===== src/rtl/almc_pkg.sv =====
// Purpose: shared constants of the ambient light measurement control
// Assumes: aclk at 250 MHz
// Notes:   register offsets are byte addresses on the control bus
package almc_pkg;
    // clock rate
    localparam int unsigned CLK_MHZ      = 250;
    localparam int unsigned CYC_PER_MS   = CLK_MHZ * 1000;
    // times in milliseconds
    localparam int unsigned SHORT_MS     = 100;
    localparam int unsigned LONG_MS      = 800;
    localparam int unsigned FINISH_MS    = 3;
    localparam int unsigned ASSESS_MS    = 10;
    localparam int unsigned TIMEOUT_MS   = 28;
    // same times in clock cycles
    localparam int unsigned SHORT_CYC    = SHORT_MS * CYC_PER_MS;
    localparam int unsigned LONG_CYC     = LONG_MS * CYC_PER_MS;
    localparam int unsigned FINISH_CYC   = FINISH_MS * CYC_PER_MS;
    localparam int unsigned ASSESS_CYC   = ASSESS_MS * CYC_PER_MS;
    localparam int unsigned TIMEOUT_CYC  = TIMEOUT_MS * CYC_PER_MS;
    localparam int unsigned CNT_W        = 28;
    // data widths
    localparam int unsigned ADDR_W       = 8;
    localparam int unsigned RAW_W        = 20;
    // register byte offsets
    localparam logic [7:0]  OFF_CONFIG   = 8'h00;
    localparam logic [7:0]  OFF_RESULT   = 8'h04;
    localparam logic [7:0]  OFF_LOW_LIM  = 8'h08;
    localparam logic [7:0]  OFF_HIGH_LIM = 8'h0c;
    localparam logic [7:0]  OFF_STATUS   = 8'h10;
    localparam logic [7:0]  OFF_MASK     = 8'h14;
    localparam logic [7:0]  OFF_STATE    = 8'h18;
    // config fields: [1:0] mode, [2] period select, [6:3] full scale
    localparam int unsigned CFG_MODE_LSB = 0;
    localparam int unsigned CFG_PER_BIT  = 2;
    localparam int unsigned CFG_FS_LSB   = 3;
    localparam logic [6:0]  CFG_RST      = 7'h60;
    localparam logic [1:0]  MODE_OFF     = 2'h0;
    localparam logic [1:0]  MODE_SINGLE  = 2'h1;
    localparam logic [3:0]  FS_AUTO      = 4'hc;
    localparam logic [3:0]  FS_MAX       = 4'hb;
    localparam logic [11:0] MANT_MAX     = 12'hfff;
    // status bits: [0] ready, [1] above window, [2] below window
    localparam int unsigned ST_READY     = 0;
    localparam int unsigned ST_HIGH      = 1;
    localparam int unsigned ST_LOW       = 2;
    localparam logic [19:0] HIGH_LIM_RST = 20'hfffff;
    // bus answers and serial address
    localparam logic [1:0]  RESP_OKAY    = 2'h0;
    localparam logic [1:0]  RESP_DECERR  = 2'h3;
    localparam logic [6:0]  DEV_ADDR_DEF = 7'h44;
endpackage


===== src/rtl/almc_top.sv =====
// Purpose: conversion sequencing, window alert and result readout
// Assumes: pins synchronous to aclk, light_raw valid at all times
// Notes:   result is {range[3:0], mantissa[11:0]}, lux = 0.01*m*2^range
//
// The register addresses and register access over AXI4-Lite were decided locally.
module almc_top #(
    parameter int unsigned SHORT_CYC   = almc_pkg::SHORT_CYC,
    parameter int unsigned LONG_CYC    = almc_pkg::LONG_CYC,
    parameter int unsigned FINISH_CYC  = almc_pkg::FINISH_CYC,
    parameter int unsigned ASSESS_CYC  = almc_pkg::ASSESS_CYC,
    parameter int unsigned TIMEOUT_CYC = almc_pkg::TIMEOUT_CYC,
    parameter logic [6:0]  DEV_ADDR    = almc_pkg::DEV_ADDR_DEF
) (
    // clock, reset, enable
    input  wire logic                       aclk,
    input  wire logic                       aresetn,
    input  wire logic                       ce,
    // control bus write
    input  wire logic [almc_pkg::ADDR_W-1:0] awaddr,
    input  wire logic                       awvalid,
    output logic                            awready,
    input  wire logic [31:0]                wdata,
    input  wire logic [3:0]                 wstrb,
    input  wire logic                       wvalid,
    output logic                            wready,
    output logic [1:0]                      bresp,
    output logic                            bvalid,
    input  wire logic                       bready,
    // control bus read
    input  wire logic [almc_pkg::ADDR_W-1:0] araddr,
    input  wire logic                       arvalid,
    output logic                            arready,
    output logic [31:0]                     rdata,
    output logic [1:0]                      rresp,
    output logic                            rvalid,
    input  wire logic                       rready,
    // light front end
    input  wire logic [almc_pkg::RAW_W-1:0] light_raw,
    // two-wire serial pins
    input  wire logic                       scl_i,
    input  wire logic                       sda_i,
    output logic                            sda_o,
    output logic                            sda_oe_n,
    // alert and interrupt
    output logic                            alert,
    output logic                            irq
);
    // smallest range that keeps mantissa within 12 bits
    function automatic logic [3:0] range_of(input logic [19:0] r);
        range_of = almc_pkg::FS_MAX;
        for (int e = 11; e >= 0; e--)
            if ((r >> e) <= 20'h00fff)
                range_of = e[3:0];
    endfunction
    // mantissa of raw at range e, saturated
    function automatic logic [11:0] mant_of(input logic [19:0] r,
                                            input logic [3:0] e);
        logic [19:0] s;
        s = r >> e;
        mant_of = (s > 20'h00fff) ? almc_pkg::MANT_MAX : s[11:0];
    endfunction
    // byte-lane merge of a bus write
    function automatic logic [31:0] merge(input logic [31:0] o,
                                          input logic [31:0] n,
                                          input logic [3:0] s);
        for (int b = 0; b < 4; b++)
            merge[b*8 +: 8] = s[b] ? n[b*8 +: 8] : o[b*8 +: 8];
    endfunction

    typedef enum logic [3:0] {
        C_IDLE   = 4'b0001,
        C_ASSESS = 4'b0010,
        C_INTEG  = 4'b0100,
        C_FINISH = 4'b1000
    } almc_conv_t;
    typedef enum logic [3:0] {
        I_IDLE = 4'b0001,
        I_ADDR = 4'b0010,
        I_ACK  = 4'b0100,
        I_TX   = 4'b1000
    } almc_ser_t;

    // registers
    logic [6:0]  cfg_q;          // mode, period, full scale
    logic [19:0] low_q, high_q;  // window limits, linear lux codes
    logic [2:0]  status_q;       // sticky events
    logic [2:0]  mask_q;         // interrupt enables
    logic [15:0] result_q;       // range and mantissa
    logic [3:0]  range_q;        // range used by conversion
    logic [19:0] raw_q;          // raw sample at integration end
    almc_conv_t  cst_q;          // conversion state
    logic [almc_pkg::CNT_W-1:0] cnt_q;
    logic        done_q;         // one-cycle result strobe
    logic        alert_q, irq_q;
    // bus slave state
    logic        aw_have_q, w_have_q;
    logic [7:0]  waddr_q;
    logic [31:0] wdata_q;
    logic [3:0]  wstrb_q;
    logic        awready_q, wready_q, bvalid_q, arready_q, rvalid_q;
    logic [1:0]  bresp_q, rresp_q;
    logic [31:0] rdata_q;

    // config field views
    wire [1:0] mode    = cfg_q[almc_pkg::CFG_MODE_LSB +: 2];
    wire       per_sel = cfg_q[almc_pkg::CFG_PER_BIT];
    wire [3:0] fss     = cfg_q[almc_pkg::CFG_FS_LSB +: 4];
    wire       is_auto = (fss == almc_pkg::FS_AUTO);
    wire [3:0] fs_man  = (fss > almc_pkg::FS_MAX) ? almc_pkg::FS_MAX : fss;
    wire [almc_pkg::CNT_W-1:0] integ_ld = per_sel ?
        almc_pkg::CNT_W'(LONG_CYC - 1) : almc_pkg::CNT_W'(SHORT_CYC - 1);
    wire       cnt_end = (cnt_q == '0);
    // mantissa to publish, and the published result as a linear code
    wire [11:0] mant   = mant_of(raw_q, range_q);
    // compare what was published; range_q moves on at publish time
    wire [19:0] lin    = 20'(result_q[11:0]) << result_q[15:12];
    wire        above  = lin > high_q;
    wire        below  = lin < low_q;

    // bus write decode
    wire       wr_go   = aw_have_q && w_have_q && !bvalid_q;
    wire [7:0] wa      = {waddr_q[7:2], 2'b00};
    wire       wr_cfg  = wr_go && wa == almc_pkg::OFF_CONFIG;
    wire       wr_low  = wr_go && wa == almc_pkg::OFF_LOW_LIM;
    wire       wr_high = wr_go && wa == almc_pkg::OFF_HIGH_LIM;
    wire       wr_mask = wr_go && wa == almc_pkg::OFF_MASK;
    wire       wr_ok   = wr_cfg || wr_low || wr_high || wr_mask;
    wire [31:0] cfg_m  = merge({25'h0, cfg_q}, wdata_q, wstrb_q);
    wire [31:0] low_m  = merge({12'h0, low_q}, wdata_q, wstrb_q);
    wire [31:0] high_m = merge({12'h0, high_q}, wdata_q, wstrb_q);
    wire [31:0] mask_m = merge({29'h0, mask_q}, wdata_q, wstrb_q);
    // bus read decode
    wire       rd_go   = arvalid && arready_q;
    wire [7:0] ra      = {araddr[7:2], 2'b00};
    wire       rd_stat = rd_go && ra == almc_pkg::OFF_STATUS;
    wire       rd_hit  = ra == almc_pkg::OFF_CONFIG ||
                         ra == almc_pkg::OFF_RESULT ||
                         ra == almc_pkg::OFF_LOW_LIM ||
                         ra == almc_pkg::OFF_HIGH_LIM ||
                         ra == almc_pkg::OFF_STATUS ||
                         ra == almc_pkg::OFF_MASK ||
                         ra == almc_pkg::OFF_STATE;
    wire [31:0] rd_val =
        ra == almc_pkg::OFF_CONFIG   ? {25'h0, cfg_q} :
        ra == almc_pkg::OFF_RESULT   ? {16'h0, result_q} :
        ra == almc_pkg::OFF_LOW_LIM  ? {12'h0, low_q} :
        ra == almc_pkg::OFF_HIGH_LIM ? {12'h0, high_q} :
        ra == almc_pkg::OFF_STATUS   ? {29'h0, status_q} :
        ra == almc_pkg::OFF_MASK     ? {29'h0, mask_q} :
        ra == almc_pkg::OFF_STATE    ? {23'h0, cst_q, 1'b0, range_q} :
        32'h0;

    // bus handshakes: one write, one read outstanding
    always_ff @(posedge aclk)
    begin
        if (!aresetn)
        begin
            {aw_have_q, w_have_q, bvalid_q, rvalid_q} <= 4'h0;
            {awready_q, wready_q, arready_q} <= 3'h7;
            waddr_q <= 8'h00;
            wdata_q <= 32'h0;
            wstrb_q <= 4'h0;
            bresp_q <= almc_pkg::RESP_OKAY;
            rresp_q <= almc_pkg::RESP_OKAY;
            rdata_q <= 32'h0;
        end
        else if (ce)
        begin
            // capture address and data in either order
            if (awvalid && awready_q)
            begin
                aw_have_q <= 1'b1;
                awready_q <= 1'b0;
                waddr_q   <= awaddr;
            end
            if (wvalid && wready_q)
            begin
                w_have_q <= 1'b1;
                wready_q <= 1'b0;
                wdata_q  <= wdata;
                wstrb_q  <= wstrb;
            end
            // answer once both have arrived
            if (wr_go)
            begin
                {aw_have_q, w_have_q} <= 2'b00;
                bvalid_q <= 1'b1;
                bresp_q  <= wr_ok ? almc_pkg::RESP_OKAY
                                  : almc_pkg::RESP_DECERR;
            end
            if (bvalid_q && bready)
            begin
                bvalid_q  <= 1'b0;
                awready_q <= 1'b1;
                wready_q  <= 1'b1;
            end
            // read answers the cycle after the address
            if (rd_go)
            begin
                arready_q <= 1'b0;
                rvalid_q  <= 1'b1;
                rdata_q   <= rd_val;
                rresp_q   <= rd_hit ? almc_pkg::RESP_OKAY
                                    : almc_pkg::RESP_DECERR;
            end
            if (rvalid_q && rready)
            begin
                rvalid_q  <= 1'b0;
                arready_q <= 1'b1;
            end
        end
    end

    // software registers; software write beats hardware mode clear
    always_ff @(posedge aclk)
    begin
        if (!aresetn)
        begin
            cfg_q  <= almc_pkg::CFG_RST;
            low_q  <= 20'h0;
            high_q <= almc_pkg::HIGH_LIM_RST;
            mask_q <= 3'h0;
        end
        else if (ce)
        begin
            if (done_q && mode == almc_pkg::MODE_SINGLE)
                cfg_q[almc_pkg::CFG_MODE_LSB +: 2] <= almc_pkg::MODE_OFF;
            if (wr_cfg)
                cfg_q <= cfg_m[6:0];
            if (wr_low)
                low_q <= low_m[19:0];
            if (wr_high)
                high_q <= high_m[19:0];
            if (wr_mask)
                mask_q <= mask_m[2:0];
        end
    end

    // conversion sequencer
    always_ff @(posedge aclk)
    begin
        if (!aresetn)
        begin
            cst_q    <= C_IDLE;
            cnt_q    <= '0;
            range_q  <= 4'h0;
            raw_q    <= 20'h0;
            result_q <= 16'h0;
            done_q   <= 1'b0;
        end
        else if (ce)
        begin
            done_q <= 1'b0;
            if (mode == almc_pkg::MODE_OFF ||
                (done_q && mode == almc_pkg::MODE_SINGLE))
                cst_q <= C_IDLE;
            else
                unique case (cst_q)
                    C_IDLE:
                    begin
                        if (is_auto)
                        begin
                            cst_q <= C_ASSESS;
                            cnt_q <= almc_pkg::CNT_W'(ASSESS_CYC - 1);
                        end
                        else
                        begin
                            cst_q   <= C_INTEG;
                            cnt_q   <= integ_ld;
                            range_q <= fs_man;
                        end
                    end
                    C_ASSESS:
                        if (cnt_end)
                        begin
                            range_q <= range_of(light_raw);
                            cst_q   <= C_INTEG;
                            cnt_q   <= integ_ld;
                        end
                        else
                            cnt_q <= cnt_q - 1'b1;
                    C_INTEG:
                        if (cnt_end)
                        begin
                            raw_q <= light_raw;
                            cst_q <= C_FINISH;
                            cnt_q <= almc_pkg::CNT_W'(FINISH_CYC - 1);
                        end
                        else
                            cnt_q <= cnt_q - 1'b1;
                    C_FINISH:
                        if (cnt_end)
                        begin
                            result_q <= {range_q, mant};
                            done_q   <= 1'b1;
                            cst_q    <= C_INTEG;
                            cnt_q    <= integ_ld;
                            range_q  <= is_auto ? range_of(raw_q) : fs_man;
                        end
                        else
                            cnt_q <= cnt_q - 1'b1;
                endcase
        end
    end

    // sticky events; an event wins over the read clear
    always_ff @(posedge aclk)
    begin
        if (!aresetn)
        begin
            status_q <= 3'h0;
            alert_q  <= 1'b0;
            irq_q    <= 1'b0;
        end
        else if (ce)
        begin
            status_q <= (rd_stat ? 3'h0 : status_q) |
                        ({3{done_q}} & {below, above, 1'b1});
            if (done_q)
                alert_q <= above || below;
            irq_q <= |(status_q & mask_q);
        end
    end

    // two-wire slave, read only, result high byte then low
    almc_ser_t   sst_q;
    logic        scl_q, sda_q;
    logic [3:0]  bit_q;
    logic [7:0]  sh_q;
    logic        rw_q, byte_q, nak_q, oe_n_q;
    logic [almc_pkg::CNT_W-1:0] to_q;
    wire scl_rise = scl_i && !scl_q;
    wire scl_fall = !scl_i && scl_q;
    wire start_c  = scl_i && scl_q && sda_q && !sda_i;
    wire stop_c   = scl_i && scl_q && !sda_q && sda_i;
    // scl held low for the timeout
    wire timeout  = (to_q == almc_pkg::CNT_W'(TIMEOUT_CYC - 1));
    wire [7:0] tx_byte = byte_q ? result_q[7:0] : result_q[15:8];

    // stuck clock counter
    always_ff @(posedge aclk)
    begin
        if (!aresetn)
            to_q <= '0;
        else if (ce)
            to_q <= (scl_i || timeout) ? '0 : to_q + 1'b1;
    end

    // serial state machine
    always_ff @(posedge aclk)
    begin
        if (!aresetn)
        begin
            sst_q  <= I_IDLE;
            {scl_q, sda_q, oe_n_q} <= 3'h7;
            {rw_q, byte_q, nak_q} <= 3'h0;
            bit_q  <= 4'h0;
            sh_q   <= 8'h00;
        end
        else if (ce)
        begin
            scl_q <= scl_i;
            sda_q <= sda_i;
            // timeout or stop returns to idle
            if (timeout || stop_c)
            begin
                sst_q  <= I_IDLE;
                oe_n_q <= 1'b1;
            end
            else if (start_c)
            begin
                sst_q  <= I_ADDR;
                bit_q  <= 4'h0;
                oe_n_q <= 1'b1;
            end
            else
                unique case (sst_q)
                    I_IDLE: ;
                    I_ADDR:
                        if (scl_rise)
                        begin
                            sh_q  <= {sh_q[6:0], sda_i};
                            bit_q <= bit_q + 1'b1;
                        end
                        else if (scl_fall && bit_q == 4'h8)
                        begin
                            // acknowledge own address only
                            if (sh_q[7:1] == DEV_ADDR)
                            begin
                                sst_q  <= I_ACK;
                                oe_n_q <= 1'b0;
                                rw_q   <= sh_q[0];
                            end
                            else
                                sst_q <= I_IDLE;
                        end
                    I_ACK:
                        if (scl_rise && rw_q)
                            nak_q <= sda_i;
                        else if (scl_fall)
                        begin
                            if (rw_q && !nak_q)
                            begin
                                sst_q  <= I_TX;
                                sh_q   <= {tx_byte[6:0], 1'b0};
                                oe_n_q <= tx_byte[7];
                                byte_q <= !byte_q;
                                bit_q  <= 4'h1;
                            end
                            else
                            begin
                                sst_q  <= rw_q ? I_IDLE : I_ADDR;
                                oe_n_q <= 1'b1;
                                bit_q  <= 4'h0;
                            end
                        end
                    I_TX:
                        if (scl_fall)
                        begin
                            if (bit_q == 4'h8)
                            begin
                                sst_q  <= I_ACK;
                                oe_n_q <= 1'b1;
                                nak_q  <= 1'b0;
                            end
                            else
                            begin
                                oe_n_q <= sh_q[7];
                                sh_q   <= {sh_q[6:0], 1'b0};
                                bit_q  <= bit_q + 1'b1;
                            end
                        end
                endcase
            if (start_c && !(timeout || stop_c))
                byte_q <= 1'b0;
        end
    end

    // outputs straight from flops, sda_o tied low
    assign awready  = awready_q;
    assign wready   = wready_q;
    assign bvalid   = bvalid_q;
    assign bresp    = bresp_q;
    assign arready  = arready_q;
    assign rvalid   = rvalid_q;
    assign rdata    = rdata_q;
    assign rresp    = rresp_q;
    assign sda_o    = 1'b0;
    assign sda_oe_n = oe_n_q;
    assign alert    = alert_q;
    assign irq      = irq_q;
endmodule


===== config.mk =====
export PLATFORM = sky130hd
export DESIGN_NAME = almc_top
export DESIGN_NICKNAME = d
export VERILOG_FILES = /design/src/rtl/almc_pkg.sv /design/src/rtl/almc_top.sv
export SDC_FILE = /design/constraint.sdc
export NUM_CORES = 1
export LEC_CHECK = 0
export ABC_AREA = 1
export BUFFER_PORTS_ARGS = -buffer_cell sky130_fd_sc_hd__buf_2
export CAP_MARGIN = 5
export CORE_AREA = 2 2 168 170
export CTS_BUF_LIST = sky130_fd_sc_hd__clkbuf_16
export DETAILED_ROUTE_END_ITERATION = 10
export DIE_AREA = 0 0 170 172
export GPL_ROUTABILITY_DRIVEN = 0
export MAX_ROUTING_LAYER = met4
export PLACE_DENSITY = 0.67
export SYNTH_ARGS = -nofsm -noshare
export SYNTH_HDL_FRONTEND = slang
export SYNTH_SLANG_ARGS = --single-unit

===== constraint.sdc =====
create_clock -name aclk -period 3.7 [get_ports aclk]
set_clock_uncertainty 0.15 [all_clocks]
set_input_delay 0.37 -clock aclk [delete_from_list [all_inputs] [get_ports aclk]]
set_output_delay 0.37 -clock aclk [all_outputs]
set_load 0.02 [all_outputs]

==> flow_summary.toml <==
[run_status]
status = "completed"

[critical_path]
cp_slowest_cell = "dfxtp_1"
crit_buf_inv = 2
crit_type = "register to register"
startpoint = "result_q[14]$_SDFFE_PN0P_"
critical_path.max_stage_delay_ps = 660
cp_top_family = "simple AND/OR/NAND/NOR gates"
crit_top_cell = "nand2_1"
crit_path_start_kind = "register"
end_kind = "register"
cp_data_arrival_time_ps = 3650
r2r_start = "result_q[14]$_SDFFE_PN0P_"
crit_chain = "clkinv_1, nor2_1, inv_1, o22ai_1, ha_1, nand2_1, nor2_1, nand2_1, nor3_1, nand4_1, o21a_1, nand2_1, nand2_1, a21oi_1"
crit_path_max_fanout = 14
crit_required_ps = 4030

[clocking]
clk_latency_ps = 550
cts_root_buffer = "clkbuf_16"
clk_pin_slew_ps = 60
tritoncts = "yes"
htreeDepth = 1
cts_sinks = 236
numCtsBuffers = 27
clk_path_buf_depth = 3

[placement]
io_buffers = 96
hpwl_mm = 27.84
placed_cell_area_um2 = 13960

[floorplanning]
fp.dieH_um = 172
die_x_um = 170
num_io_pins = 127
row_count = 61
dieArea_um2 = 29240
initial_core_util_pct = 48.39
coreArea_um2 = 27480

[grt]
grt_max_degree = 109
overflow = 0
track_usage_pct = 26.63
grt_pass1_wl_mm = 62.09
antenna_found_initial = 0
first_global_vias = 12380

[min_path]
hold_class = "input pin to register"
min_from = "light_raw[18]"

[sta]
slew_viol_final = 0
hold_violations = 0
finalCritPeriodShare_pct = 89.83
slew_headroom_pct = 30.20
whs_ps = 20.47
period_minus_slack_ps = 3324
rsz0062_at_grt = "no"
setup-violations-final = 0
worstMarginPinSlew_ps = 1047
clock.fmax_mhz = 300.9
tns_ps = 0

[yosys]
synthTopCellsByArea = "dfxtp_1, nand2_1, a21oi_1, o21ai_0, inv_1"
synth_edf_count = 0
synth_cell_type_count = 55
yosys.area.top_type = "dfxtp_1"
synth_top_cell_area_share_pct = 35.53
syn_avg_cell_area_um2 = 6.753
syn_inst = 1969
synth-seq-cells = 236
synthTopCellsByCount = "nand2_1, dfxtp_1, inv_1, a21oi_1, nor2_1"
synth.cell_area_um2 = 13300
synth_ff_type = "dfxtp_1"
ys_seq_area_share_pct = 35.53
async_flop_share_pct = 0
yosysWarnings = 0
synthMostInstantiatedCell = "nand2_1"

[detailed_routing]
drtPass1Iterations = 5
wl_met3_mm = 2.250
wl_per_cell_um = 15.65
drt_wl_total_mm = 38.21
route.met2.wl_mm = 17.72
drtIter0Drc = 1312
detail-route-antenna-nets = 0
vias = 13600
drc_errors = 0
vias_per_cell = 5.571
top_layer = "met4"
wl_met1_mm = 17.39

[cells_and_area]
drive_above_1_share_pct = 9.160
insertedDiodeCount = 0
syn2layout_area_growth_pct = 15.33
num-fill-cells = 2694
final_area_um2 = 15330
final_nets = 2202

[power_and_ir_drop]
ir_drop_mv = 0.2806
comb_power_share_pct = 6.0
pwr-share-clk_pct = 47.2
power_density_nw_per_um2 = 363.5
internal_power_w = 0.004237
leakagePower_nw = 6.579
seqPwrFrac_pct = 46.8
switchingPower_w = 0.001338
switching_share_pct = 23.99

[run]
maxCapViolCount = 0
-- per-layer routing --
| layer | vias up | global-route usage [%] |
|---|---|---|
| met3 | 66 | 2.907 |
| met5 | - | - |
| met1 | 6274 | 35.16 |
| li1 | 6840 | - |
| met2 | 424 | 43.74 |
| met4 | 0 | 6.986 |
-- placed cells by master (no fill, tap or decap), types with 6 or more instances in the layout --
master         synthesis  layout
inv_1                218     219
a221oi_1              12      12
ha_1                  42      42
nand2_1              397     397
o22ai_1               20      20
dfxtp_1              236     235
clkinv_1               4       7
nor4_1                11      11
clkbuf_16              0      27
o211ai_1              31      31
o21a_1                 6       6
inv_2                  5       6
o21ai_0              194     194
mux2i_1                8       8
a211oi_1              17      17
nand4_1               28      28
o31ai_1                8       8
a21oi_1              209     209
nand3_1               96      96
o221ai_1               9       9
nor2_1               199     199
or2_2                  8       8
conb_1                 1      13
a31oi_1               17      17
xnor2_1                7       7
buf_2                  9      95
dlygate4sd3_1          0      51
xor2_1                11      11
buf_4                 15      16
nor3_1                33      33
-- final cells by class --
cell class	count	area, um^2	area share, %
clock buffer	27	675.6	4.406
timing repair buffer	163	1126	7.343
tap	346	432.9	2.823
clock inverter	20	188.9	1.232
sequential	236	4726	30.82
inverter	229	864.6	5.638
multi-input combinational	1421	7321	47.74
-- worst register-to-register path, stage by stage, from the launching register on --
cell	delay (ps)
dfxtp_1	660
clkinv_1	450
nor2_1	290
inv_1	150
o22ai_1	370
ha_1	180
nand2_1	90
nor2_1	130
nand2_1	60
nor3_1	130
nand4_1	150
o21a_1	190
nand2_1	60
nand2_1	80
a21oi_1	130
-- power by group through the flow --
stage | Sequential [W] | Clock [W] | Combinational [W]
2_1_floorplan | 0.00266 | 0 | 0.000184
3_3_place_gp | 0.00266 | 0 | 0.000282
3_5_place_dp | 0.00267 | 0 | 0.000286
4_1_cts | 0.00261 | 0.00267 | 0.000327
5_1_grt | 0.00261 | 0.00277 | 0.000366
6_report | 0.00261 | 0.00263 | 0.000333
-- sequential cells by signal (all words and copies together), names as in the netlist, 3 cells and up --
name / flops
cfg_q: 7
rdata: 20
high_q: 20
low_q: 20
wdata_q: 20
wstrb_q: 3
cnt_q: 28
waddr_q: 6
mask_q: 3
bit_q: 4
to_q: 28
raw_q: 20
sh_q: 8
sst_q: 4
cst_q: 4
result_q: 16
status_q: 3
range_q: 4
-- metrics by stage --
step           std cells  setup slack, ps  total power, W  util (%)
3_3_place_gp        2344            458.5        0.002946     50.80
4_1_cts             2442            464.3        0.005612     55.81
2_1_floorplan       1981            803.8        0.002846         -
6_report            2442            376.4        0.005574     55.81
5_1_grt             2442            117.5        0.005752     55.81
3_5_place_dp        2344            475.0        0.002951     50.80
-- what timing repair did --
action	4_1_cts	5_1_grt
setup endpoints to repair	0	2
gates resized for setup	0	1
endpoints found under the hold margin	51	0
buffers inserted	0	0
hold buffers	51	0
-- cells by family after synthesis --
family	after synthesis	synth area share (%)
flip-flops	236	35.53
multiplexers	8	0.6023
AND/OR/NAND/NOR	798	25.98
adder cells (fa/ha/maj)	42	3.952
XOR/XNOR	18	1.186
AO/OA/AOI/OAI	542	22.97
buffers and inverters	324	9.749
other	1	0.02820
-- path summary, 6_finish.rpt --
path                             endpoint  slack, ps  cells past startpoint
setup reg to reg       alert$_SDFFE_PN0P_        380                     14
hold / removal     raw_q[18]$_SDFFE_PN0P_         20                      3
hold reg to reg   waddr_q[6]$_SDFFE_PN0P_        300                      2
setup / recovery       alert$_SDFFE_PN0P_        380                     14
(Power assumes the default switching activity.)
